<file path="src/core/alm_cfg.svh">
`ifndef ALM_CFG_SVH
`define ALM_CFG_SVH

// Directly addressed registers of the management map
`define ALM_ADDR_CTRL 8'h6e
`define ALM_ADDR_OFFS 8'h6f
`define ALM_ADDR_DATA 8'ha0

// Indirect control field layout
`define ALM_TBL_MSB 7
`define ALM_TBL_LSB 5
`define ALM_TBL_ACL 3'b010
`define ALM_PORT_MSB 3
`define ALM_PORT_LSB 0
`define ALM_PORT_FIRST 4'h1
`define ALM_PORT_LAST 4'h5

// Stored rule bytes
`define ALM_NUM_PORTS 5
`define ALM_NUM_BYTES 8
`define ALM_OFS_FIRST 8'h02
`define ALM_OFS_LAST 8'h09
`define ALM_IDX_B2 3'h0
`define ALM_IDX_B3 3'h1
`define ALM_IDX_B4 3'h2
`define ALM_IDX_B5 3'h3
`define ALM_IDX_B6 3'h4
`define ALM_IDX_B7 3'h5
`define ALM_IDX_B8 3'h6
`define ALM_IDX_B9 3'h7

// Byte six and seven fields, layer 4
`define ALM_MODE_MSB 2
`define ALM_MODE_LSB 1
`define ALM_PROTO_MSB_BIT 0
`define ALM_FME_BIT 0
`define ALM_PROTO_LOW_MSB 7
`define ALM_PROTO_LOW_LSB 1

// Reset values
`define ALM_BYTE_RST 8'h00
`define ALM_CTRL_RST 8'h00
`define ALM_OFFS_RST 8'h00

`endif

</file>
<file path="src/core/alm_pkg.sv">
package alm_pkg;

  typedef enum logic [1:0]
  {
    ALM_CMP_OFF = 2'b00,
    ALM_CMP_EITHER = 2'b01,
    ALM_CMP_INSIDE = 2'b10,
    ALM_CMP_OUTSIDE = 2'b11
  } alm_cmp_mode_t;

  // One packet presented for matching
  typedef struct packed
  {
    logic valid;
    logic [2:0] port;
    logic [31:0] match_ip_address;
    logic [15:0] tcp_port;
    logic [15:0] tcp_seq;
    logic use_seq;
  } alm_pkt_t;

  // Registered match result
  typedef struct packed
  {
    logic valid;
    logic l3_match;
    logic l4_match;
    logic [7:0] ip_protocol_value;
    logic tcp_flag_match_enable;
  } alm_res_t;

endpackage

</file>
<file path="src/core/alm_match_fields.sv">
// Function
// Software selects table with control bits 7:5
// Control bits 3:0 pick one port's entry
// Offset picks byte, moved through data register
// L3 address bytes 15:8, 7:0 at 4,5
// L3 mask bytes at offsets 6, 7, 8, 9
// L4 max at 2,3; min at 4,5
// Range test on TCP port or sequence
// Mode: off, equal either, inside, outside
// Byte six bit 0 is protocol MSB
// L3 address bits 31:24 at offset 2
// Byte seven: protocol 6:0, flag match enable
// L3 match compares masked addresses
// Software keeps minimum not above maximum
`timescale 1ns/10ps
`default_nettype none
`include "alm_cfg.svh"

module alm_match_fields
  import alm_pkg::*;
(
  // Clock and reset
  input wire logic clk_sys_in,
  input wire logic rst_n_in,
  // Management byte port
  input wire logic [7:0] reg_addr_in,
  input wire logic [7:0] reg_wdata_in,
  input wire logic reg_we_in,
  input wire logic reg_re_in,
  output logic [7:0] reg_rdata_out,
  // Packet to match
  input wire alm_pkt_t pkt_in,
  // Match result
  output alm_res_t res_out
);

  //--------------------------------------------------------------
  // Reset release
  //--------------------------------------------------------------
  logic rst_s1_r;
  logic rst_s2_r;
  logic rst_n;

  always_ff @(posedge clk_sys_in or negedge rst_n_in)
  begin
    if (!rst_n_in)
    begin
      rst_s1_r <= 1'b0;
      rst_s2_r <= 1'b0;
    end
    else
    begin
      rst_s1_r <= 1'b1;
      rst_s2_r <= rst_s1_r;
    end
  end

  assign rst_n = rst_s2_r;

  //--------------------------------------------------------------
  // Address decode
  //--------------------------------------------------------------
  logic ctrl_wr;
  logic offs_wr;
  logic data_hit;

  assign ctrl_wr = reg_we_in && (reg_addr_in == `ALM_ADDR_CTRL);
  assign offs_wr = reg_we_in && (reg_addr_in == `ALM_ADDR_OFFS);
  assign data_hit = (reg_addr_in == `ALM_ADDR_DATA);

  //--------------------------------------------------------------
  // Indirect control and offset
  //--------------------------------------------------------------
  logic [7:0] ctrl_r;
  logic [7:0] ctrl_nxt;
  logic [7:0] offs_r;
  logic [7:0] offs_nxt;
  logic sel_ok;
  logic [2:0] sel_port;
  logic [2:0] sel_idx;
  logic [3:0] port_field;
  logic [7:0] ofs_delta;

  assign port_field = ctrl_r[`ALM_PORT_MSB:`ALM_PORT_LSB];
  assign ofs_delta = offs_r - `ALM_OFS_FIRST;
  assign sel_idx = ofs_delta[2:0];
  assign sel_port = 3'(port_field - `ALM_PORT_FIRST);
  // Unselected table, port or offset makes the data register inert
  assign sel_ok = (ctrl_r[`ALM_TBL_MSB:`ALM_TBL_LSB] == `ALM_TBL_ACL)
    && (port_field >= `ALM_PORT_FIRST) && (port_field <= `ALM_PORT_LAST)
    && (offs_r >= `ALM_OFS_FIRST) && (offs_r <= `ALM_OFS_LAST);

  always_comb
  begin
    ctrl_nxt = ctrl_r;
    offs_nxt = offs_r;
    if (ctrl_wr)
    begin
      ctrl_nxt = reg_wdata_in;
    end
    if (offs_wr)
    begin
      offs_nxt = reg_wdata_in;
    end
  end

  always_ff @(posedge clk_sys_in or negedge rst_n)
  begin
    if (!rst_n)
    begin
      ctrl_r <= `ALM_CTRL_RST;
      offs_r <= `ALM_OFFS_RST;
    end
    else
    begin
      ctrl_r <= ctrl_nxt;
      offs_r <= offs_nxt;
    end
  end

  //--------------------------------------------------------------
  // Rule byte storage
  //--------------------------------------------------------------
  // Raw bytes are kept; layer 3 or layer 4 meaning is applied on use
  logic [7:0] mem_r [`ALM_NUM_PORTS][`ALM_NUM_BYTES];
  logic [7:0] mem_nxt [`ALM_NUM_PORTS][`ALM_NUM_BYTES];
  logic data_wr;

  assign data_wr = reg_we_in && data_hit && sel_ok;

  genvar gp;
  genvar gb;
  generate
    for (gp = 0; gp < `ALM_NUM_PORTS; gp++)
    begin : g_port
      for (gb = 0; gb < `ALM_NUM_BYTES; gb++)
      begin : g_byte
        always_comb
        begin
          mem_nxt[gp][gb] = mem_r[gp][gb];
          if (data_wr && (sel_port == 3'(gp)) && (sel_idx == 3'(gb)))
          begin
            mem_nxt[gp][gb] = reg_wdata_in; // see see see see
          end
        end

        always_ff @(posedge clk_sys_in or negedge rst_n)
        begin
          if (!rst_n)
          begin
            mem_r[gp][gb] <= `ALM_BYTE_RST;
          end
          else
          begin
            mem_r[gp][gb] <= mem_nxt[gp][gb];
          end
        end
      end
    end
  endgenerate

  //--------------------------------------------------------------
  // Read path
  //--------------------------------------------------------------
  logic [7:0] rdata_r;
  logic [7:0] rdata_nxt;

  always_comb
  begin
    rdata_nxt = rdata_r;
    if (reg_re_in)
    begin
      case (reg_addr_in)
        `ALM_ADDR_CTRL: rdata_nxt = ctrl_r;
        `ALM_ADDR_OFFS: rdata_nxt = offs_r;
        // Bytes outside the held range read as zero
        `ALM_ADDR_DATA: rdata_nxt = sel_ok ? mem_r[sel_port][sel_idx] : `ALM_BYTE_RST;
        default: rdata_nxt = `ALM_BYTE_RST;
      endcase
    end
  end

  always_ff @(posedge clk_sys_in or negedge rst_n)
  begin
    if (!rst_n)
    begin
      rdata_r <= `ALM_BYTE_RST;
    end
    else
    begin
      rdata_r <= rdata_nxt;
    end
  end

  assign reg_rdata_out = rdata_r;

  //--------------------------------------------------------------
  // Match evaluation
  //--------------------------------------------------------------
  logic pkt_port_ok;
  logic [2:0] pp;
  logic [31:0] rule_addr;
  logic [31:0] rule_mask;
  logic [15:0] rule_max;
  logic [15:0] rule_min;
  logic [15:0] l4_value;
  alm_cmp_mode_t cmp_mode;
  logic in_range;
  alm_res_t res_r;
  alm_res_t res_nxt;

  assign pkt_port_ok = (pkt_in.port < 3'(`ALM_NUM_PORTS));
  assign pp = pkt_port_ok ? pkt_in.port : 3'h0;
  assign rule_addr = {mem_r[pp][`ALM_IDX_B2], mem_r[pp][`ALM_IDX_B3],
                      mem_r[pp][`ALM_IDX_B4], mem_r[pp][`ALM_IDX_B5]}; // see
  assign rule_mask = {mem_r[pp][`ALM_IDX_B6], mem_r[pp][`ALM_IDX_B7],
                      mem_r[pp][`ALM_IDX_B8], mem_r[pp][`ALM_IDX_B9]};
  assign rule_max = {mem_r[pp][`ALM_IDX_B2], mem_r[pp][`ALM_IDX_B3]};
  assign rule_min = {mem_r[pp][`ALM_IDX_B4], mem_r[pp][`ALM_IDX_B5]};
  assign cmp_mode = alm_cmp_mode_t'(mem_r[pp][`ALM_IDX_B6][`ALM_MODE_MSB:`ALM_MODE_LSB]);
  assign l4_value = pkt_in.use_seq ? pkt_in.tcp_seq : pkt_in.tcp_port;
  // Assumes minimum not above maximum; otherwise inside never matches
  assign in_range = (l4_value >= rule_min) && (l4_value <= rule_max);

  //--------------------------------------------------------------
  // Layer 3 compare
  //--------------------------------------------------------------
  logic l3_hit;

  assign l3_hit = ((pkt_in.match_ip_address & rule_mask) == (rule_addr & rule_mask));

  //--------------------------------------------------------------
  // Layer 4 range compare
  //--------------------------------------------------------------
  // Equality on either bound lets one rule name two single ports
  logic eq_either;
  logic l4_hit;

  assign eq_either = (l4_value == rule_max) || (l4_value == rule_min);

  always_comb
  begin
    case (cmp_mode)
      ALM_CMP_OFF:
      begin
        l4_hit = 1'b0;
      end
      ALM_CMP_EITHER:
      begin
        l4_hit = eq_either;
      end
      ALM_CMP_INSIDE:
      begin
        l4_hit = in_range;
      end
      ALM_CMP_OUTSIDE:
      begin
        l4_hit = !in_range;
      end
      default:
      begin
        l4_hit = 1'b0;
      end
    endcase
  end

  //--------------------------------------------------------------
  // Protocol and flag fields
  //--------------------------------------------------------------
  logic [7:0] proto_val;
  logic fme_val;

  assign proto_val = {mem_r[pp][`ALM_IDX_B6][`ALM_PROTO_MSB_BIT], // see
                      mem_r[pp][`ALM_IDX_B7][`ALM_PROTO_LOW_MSB:`ALM_PROTO_LOW_LSB]};
  assign fme_val = mem_r[pp][`ALM_IDX_B7][`ALM_FME_BIT];

  always_comb
  begin
    res_nxt = res_r;
    res_nxt.valid = pkt_in.valid && pkt_port_ok;
    if (pkt_in.valid && pkt_port_ok)
    begin
      res_nxt.l3_match = l3_hit;
      res_nxt.l4_match = l4_hit;
      res_nxt.ip_protocol_value = proto_val;
      res_nxt.tcp_flag_match_enable = fme_val;
    end
  end

  always_ff @(posedge clk_sys_in or negedge rst_n)
  begin
    if (!rst_n)
    begin
      res_r <= '0;
    end
    else
    begin
      res_r <= res_nxt;
    end
  end

  assign res_out = res_r;

endmodule
`default_nettype wire

</file>
<file path="config.mk">
export PLATFORM = sky130hd
export DESIGN_NAME = alm_match_fields
export DESIGN_NICKNAME = d
export VERILOG_FILES = /design/src/core/alm_pkg.sv /design/src/core/alm_match_fields.sv
export VERILOG_INCLUDE_DIRS = /design/src /design/src/core
export SDC_FILE = /design/constraint.sdc
export NUM_CORES = 1
export LEC_CHECK = 0
export ABC_AREA = 1
export BUFFER_PORTS_ARGS = -buffer_cell sky130_fd_sc_hd__buf_4
export CAP_MARGIN = 40
export CORE_ASPECT_RATIO = 0.8
export CORE_MARGIN = 2
export CORE_UTILIZATION = 35
export CTS_CLUSTER_DIAMETER = 200
export CTS_CLUSTER_SIZE = 24
export DETAILED_ROUTE_END_ITERATION = 6
export GPL_ROUTABILITY_DRIVEN = 0
export SLEW_MARGIN = 10
export SYNTH_ARGS = -nofsm -noshare
export SYNTH_HDL_FRONTEND = slang
export SYNTH_SLANG_ARGS = --single-unit
</file>
<file path="constraint.sdc">
create_clock -name clk_sys_in -period 34.2 [get_ports clk_sys_in]
set_input_delay 3.42 -clock clk_sys_in [delete_from_list [all_inputs] [get_ports clk_sys_in]]
set_output_delay 3.42 -clock clk_sys_in [all_outputs]
set_load 0.01 [all_outputs]
</file>
==> flow_summary.toml, run 1 <==
[run_status]
status = "complete, no violations"

[synth]
yosysSeqAreaShare_pct = 42.36
synth-seq-cells = 358
yosysWarningCount = 0
ys.flop_type = "dfrtp_1"
synthArstFlopShare_pct = 100.0
synth_cell_types = 44
postSynthCellCount = 2932
synth_area_sq_um = 21150
synth_edf_count = 0
avgSynthCellArea_sq_um = 7.214
synth_fp_nets = 3058

[global_routing]
grt_pass1_wl_mm = 122.3
grt_use_met1_pct = 39.18
met2_usage_pct = 35.02
grt_max_degree = 167
grt_pass1_vias = 18410
grt.total_usage_pct = 25.77
gr-usage-met3_pct = 7.426
overflow = 0
antenna_found_initial = 0
gr-max-usage-layer = "met1"

[clock_tree]
tritoncts = "yes"
root_buffer = "clkbuf_16"
cts-buffers-inserted = 18
hold_buffers = 0
clockBufferDepth = 3
cts_htree_levels = 1
cts.sinks = 358
post_cts_buffers = 0
ctsResizeCount = 0
insertion_delay_ns = 0.57
clkTransAtPathRegs_ns = 0.10

[floorplan]
start_util_pct = 35.45
pin_count = 109
dieArea_sq_um = 62420
die_h_microns = 223.9
placementRows = 80
die_x_microns = 278.8
core-area_sq_um = 59660

[flow_run]
cap_violations = 0

[final_layout]
regArea_sq_um = 8966
final_cells = 3683
post_route_cells_drive_above_1_share_pct = 7.507
multiInputGateArea_sq_um = 10480
num_antenna_cells = 0
fillerInstances = 6332
final_util_pct = 38.36
finalNetCount = 3029
area_growth_pct = 8.205

[critical_path]
startpoint_type = "input port"
end_kind = "flop"
critPathMaxFanout = 63
critPathRequiredTime_ns = 34.65
crit_type = "input port to flop"
arrival_ns = 7.85

[sta]
setup_viol = 0
hold_viol = 0
tns_ns = 0
maxSlewViolCount = 0
fmax_ghz = 0.1352
finalCritPeriodShare_pct = 21.63
skew_ns = 0.02032
rsz0062_at_grt = "no"
worst_pin_slew_ns = 0.9408
maxSlewHeadroom_pct = 37.28
whs_ns = 0.3584
min_period_ns = 7.398

[routing]
via_per_inst = 5.637
wl_per_cell_microns = 22.28
wl_mm = 82.07
firstDrtPassIters = 7
vias = 20760
ant_nets = 0
route.detailed.drc = 0
drt_iter0_drc = 2785

[power_and_ir_drop]
ir_drop_v = 0.00002692
leakage_nw = 10.23
power_density_nw_per_um2 = 37.20

[placement]
hpwl_mm = 56.13
port_buffers = 108
dp.cells = 3661

[hold_path]
hp-class = "flop to flop"
logic make-up after synthesis:
group | after synthesis | share of synthesized area (%)
simple gates | 1482 | 29.67
compound gates | 646 | 16.59
buf+inv | 391 | 8.288
flops | 358 | 42.36
fa+ha+maj | 37 | 2.189
mux | 16 | 0.8459
other cells | 1 | 0.01773
xor+xnor | 1 | 0.04142
report_power, final:
part / total (W) / internal [W] / switching (W) / leakage (nW)
Combinational: 0.000168 / 0.0000462 / 0.000122 / 5.08
Clock: 0.000251 / 0.000103 / 0.000148 / 0.243
Sequential: 0.000432 / 0.000427 / 0.00000567 / 4.91
Total: 0.000851 / 0.000575 / 0.000276 / 10.2
layer usage:
metal / vias to the layer above / routed length (microns)
met2: 1155 / 32150
met1: 9764 / 37090
met5: - / 91
li1: 9722 / -
met3: 118 / 10330
met4: 2 / 2405
flip-flops by register name, summed over array words and instances, names as in the netlist:
register,cells
rst_s1_r,1
offs_r,8
rst_n,1
ctrl_r,8
mem_r,320
reg_rdata_out,8
res_out,12
through the flow:
| stage | worst slack [ns] | total power (W) | cell area [sq um] |
|---|---|---|---|
| 6_report | 26.80 | 0.0008513 | 22890 |
| 5_1_grt | 26.59 | 0.0008819 | 22890 |
| 4_1_cts | 27.01 | 0.0008482 | 22880 |
| 3_5_place_dp | 26.43 | 0.0006023 | 22390 |
| 3_3_place_gp | 26.18 | 0.0006001 | 22220 |
| 2_1_floorplan | 23.48 | 0.0005313 | 21150 |
layout make-up:
| type | count | share of cell area [%] |
|---|---|---|
| tap | 779 | 4.259 |
| clock buffer | 21 | 2.154 |
| inverter | 190 | 3.122 |
| multi-input combinational | 2183 | 45.81 |
| timing repair buffer | 152 | 5.478 |
| sequential | 358 | 39.18 |
worst paths after layout:
| path | cells after the start | from | to | slack, ns |
|---|---|---|---|---|
| min reg2reg | 0 | rst_s1_r$_DFF_PN0_ | rst_n$_DFF_PN0_ | 0.36 |
| min in group asynchronous | 0 | rst_n$_DFF_PN0_ | mem_r[67]$_DFFE_PN0P_ | 0.38 |
| min | 0 | rst_s1_r$_DFF_PN0_ | rst_n$_DFF_PN0_ | 0.36 |
| max | 23 | pkt_in[67] | res_out[9]$_DFFE_PN0P_ | 26.80 |
| max reg2reg | 16 | ctrl_r[0]$_DFFE_PN0P_ | reg_rdata_out[3]$_DFFE_PN0P_ | 28.49 |
| max in group asynchronous | 1 | rst_n_in | rst_n$_DFF_PN0_ | 31.48 |
worst max-delay path, stage by stage:
cell and delay, ns:
buf_4 0.20, nand2_2 0.08, buf_4 0.66, nand3_4 0.52, buf_12 0.36, inv_2 0.13
buf_4 0.57, nand2_1 0.10, nand3_1 0.10, nand2_1 0.07, nand2_1 0.07, nand2_1 0.12
ha_1 0.30, nand2_1 0.06, o21ai_0 0.20, nand2_1 0.08, o211ai_1 0.09, a21oi_1 0.08
or2_2 0.29, nand3_1 0.07, nand2_1 0.06, nand3_1 0.08, nand2_1 0.08
cell usage in the layout (no fill, tap or decap), types with 2 or more instances in the layout:
| cell type | n |
|---|---|
| nor4_1 | 4 |
| nand3_1 | 280 |
| o21ai_1 | 2 |
| a211oi_1 | 7 |
| nand4_1 | 94 |
| nand3b_1 | 9 |
| clkbuf_16 | 19 |
| nor2_4 | 7 |
| mux2_2 | 15 |
| buf_4 | 142 |
| a32o_1 | 5 |
| buf_16 | 3 |
| o22ai_1 | 17 |
| inv_2 | 4 |
| dfrtp_1 | 356 |
| a21oi_1 | 96 |
| inv_1 | 180 |
| a31oi_1 | 10 |
| clkinv_1 | 5 |
| o21ai_0 | 444 |
| o2111ai_1 | 11 |
| o211ai_1 | 32 |
| or2_2 | 9 |
| ha_1 | 37 |
| nor2_1 | 115 |
| buf_12 | 3 |
| dfrtp_4 | 2 |
| a22o_1 | 11 |
| nand2_1 | 951 |
| buf_8 | 2 |
| nor3_1 | 5 |
| o31ai_1 | 4 |
| nand2_2 | 3 |
| a221oi_1 | 2 |
synth_stat cells, types with 32 or more instances:
cell / instances / area [sq um]
nand2_1: 953 / 3577
o21ai_0: 444 / 2222
dfrtp_1: 358 / 8959
nand3_1: 281 / 1406
inv_1: 181 / 679.4
clkbuf_1: 121 / 454.2
nor2_1: 118 / 442.9
a21oi_1: 96 / 480.5
nand4_1: 94 / 588.1
ha_1: 37 / 462.9
buf_2: 33 / 165.2
buf_6: 32 / 360.4
o211ai_1: 32 / 240.2
Note: power is estimated with default switching activity, not from simulation.
==> run 2, diff against run 1 <==
Clock period 34.2 ns to 7.1 ns, I/O delays scaled along.
==> run 2 against run 1 <==
- combinational power rose to 4.9 times the previous value
- first-iteration DRC count up 15%
- the flow now finishes with violations (DRC)
- final cell count grew 0.11%
- routed wire length up 4.7%
- critical endpoint unchanged
- clock-buffer cell count unchanged
- flip-flop and latch count did not move
- critical path type unchanged
- hold slack worse by 0.00089 ns
- sequential power increased to 4.8 times the previous value
- critical path depth decreased by 1
- cell area down 0.13%
- power rose to 4.8 times the previous value
- highest routed layer unchanged
==> flow_summary.toml, run 2 (same netlist as run 1, synthesis figures left out) <==
[critical_path]
cp_slowest_stage_delay_ns = 0.88
cp.depth = 22
crit_chain = "buf_4, inv_2, nand2_2, nand3_4, buf_4, buf_4, nand2_1, nand3_1, nand2_1, nand2_1, nand2_1, ha_1, nand2_1, o21ai_0, nand2_1, o211ai_1, a21oi_1, or2_2, nand3_1, nand2_1, nand3_1, nand2_1"
critPathTopFamily = "simple AND/OR/NAND/NOR gates"
critPathBufInv = 4
reg2reg_slack_ns = 2.73
arrival_ns = 5.10
end_kind = "flop"
critPathMaxFanout = 76
crit_slowest_cell = "buf_4"
startpoint_type = "input port"
crit_path_frequent_cell = "nand2_1"
ff2ff_path_depth = 15
crit_type = "input port to flop"
critPathRequiredTime_ns = 7.56

[final_layout]
layout_commonest_cell = "nand2_1"
area_growth_pct = 8.063
finalNetCount = 3033
post_route_cells_drive_above_1_share_pct = 7.565
largest_reg_flops = 320
largest-register = "mem_r"
final_cell_mix = "952 x nand2_1, 444 x o21ai_0, 356 x dfrtp_1"
num_antenna_cells = 0

[clock_tree]
tritoncts = "yes"
insertion_delay_ns = 0.59
clockBufferDepth = 3
ctsResizeCount = 0
cts-buffers-inserted = 18
post_cts_buffers = 0
cts.sinks = 358
root_buffer = "clkbuf_16"
cts_htree_levels = 1
clkTransAtPathRegs_ns = 0.10

[floorplan]
die_h_microns = 223.9
placementRows = 80
core-area_sq_um = 59660
start_util_pct = 35.45
dieArea_sq_um = 62420
pin_count = 109
die_x_microns = 278.8

[sta]
maxSlewViolCount = 0
min_period_ns = 4.633
setup_viol = 0
worst_pin_slew_ns = 1.046
hold_viol = 0
maxSlewHeadroom_pct = 30.28
rsz0062_at_grt = "no"
tns_ns = 0
whs_ns = 0.3575
finalCritPeriodShare_pct = 65.25
fmax_ghz = 0.2158
skew_ns = 0.03865

[flow_run]
cap_violations = 0

[power_and_ir_drop]
leakage_nw = 10.22
ir_drop_v = 0.0001274
power_density_nw_per_um2 = 179.8
p_seq_share_pct = 50.4
switching_share_pct = 32.58
p_comb_share_pct = 20.1
power.switching_w = 0.001339
clkPwrFrac_pct = 29.5
power.internal_w = 0.002771

[run_status]
status = "finished, violations left"
violations = "DRC"

[routing]
drt_iter0_drc = 3189
wl_mm = 85.90
firstDrtPassIters = 7
via_per_inst = 5.733
vias = 21140
route.detailed.drc = 3
wl_per_cell_microns = 23.30
ant_nets = 0

[global_routing]
grt_max_degree = 162
grt.total_usage_pct = 27.11
grt_pass1_vias = 18850
grt_pass1_wl_mm = 127.4
overflow = 0
antenna_found_initial = 1

[hold_path]
hold_depth = 0
hp-class = "flop to flop"

[placement]
port_buffers = 108
hpwl_mm = 58.84
## run 2: cell types whose count changed in the layout (fill, tap and decap cells not counted), sizes merged
cell / before / now
buf: 151 / 155
dlygate4sd3: 0 / 1
clkdlybuf4s18: 1 / 0
## run 2: through the flow
step / cell area (sq um) / total power [W] / util (%) / cells / setup WS, ns
after CTS: 22860 / 0.004091 / 38.31 / 3687 / 2.644
after detailed placement: 22350 / 0.002899 / 37.47 / 3665 / 2.075
after floorplan: 21150 / 0.002559 / - / 2932 / 1.252
after global placement: 22270 / 0.002893 / 37.33 / 3658 / 2.086
after global routing: 22860 / 0.004237 / 38.31 / 3687 / 2.188
final: 22860 / 0.004110 / 38.31 / 3687 / 2.467
## run 2: path summary, 6_finish.rpt
check | from | endpoint
worst max-delay path | pkt_in[66] | res_out[9]$_DFFE_PN0P_
worst min-delay path | rst_s1_r$_DFF_PN0_ | rst_n$_DFF_PN0_
worst max register to register | ctrl_r[0]$_DFFE_PN0P_ | reg_rdata_out[6]$_DFFE_PN0P_
worst min register to register | rst_s1_r$_DFF_PN0_ | rst_n$_DFF_PN0_
max in group asynchronous | rst_n$_DFF_PN0_ | mem_r[126]$_DFFE_PN0P_
min in group asynchronous | rst_n$_DFF_PN0_ | mem_r[207]$_DFFE_PN0P_
## run 2: power groups by stage
stage	clock [W]	sequential, W	combinational (W)
2_1_floorplan	0	0.00214	0.000422
3_3_place_gp	0	0.00211	0.000781
3_5_place_dp	0	0.00211	0.000787
4_1_cts	0.00123	0.00207	0.000789
5_1_grt	0.00129	0.00208	0.000872
6_report	0.00121	0.00207	0.000825
## run 2: final cells by class
cell class / count / area [sq um]
Tap cell: 779 / 974.7
Sequential cell: 358 / 8966
Timing Repair Buffer: 156 / 1231
Fill cell: 6246 / 36800
Multi-Input combinational cell: 2183 / 10480
Clock buffer: 21 / 493.0
Inverter: 190 / 714.4
## run 2: timing repair
item                                    CTS  global route
hold endpoints to repair                  2             0
hold buffers                              1             0
endpoints found under the setup margin    0             0
## run 2: worst register-to-register path: cells and delay by family (launching register included)
family | cells | cell delay [ns]
AOI/OAI and AO/OA | 5 | 1.13
and+or+nand+nor | 3 | 0.70
buffers and inverters | 5 | 1.27
DFF | 1 | 0.42
adders and majority gates | 2 | 0.75
## run 2: layer usage
layer	global-route usage (%)	vias up	part of all wire, %
li1	-	9742	-
met1	40.13	9799	43
met2	35.89	1429	38
met3	11.13	165	15
met4	6.885	2	3.1
met5	0	-	0.054
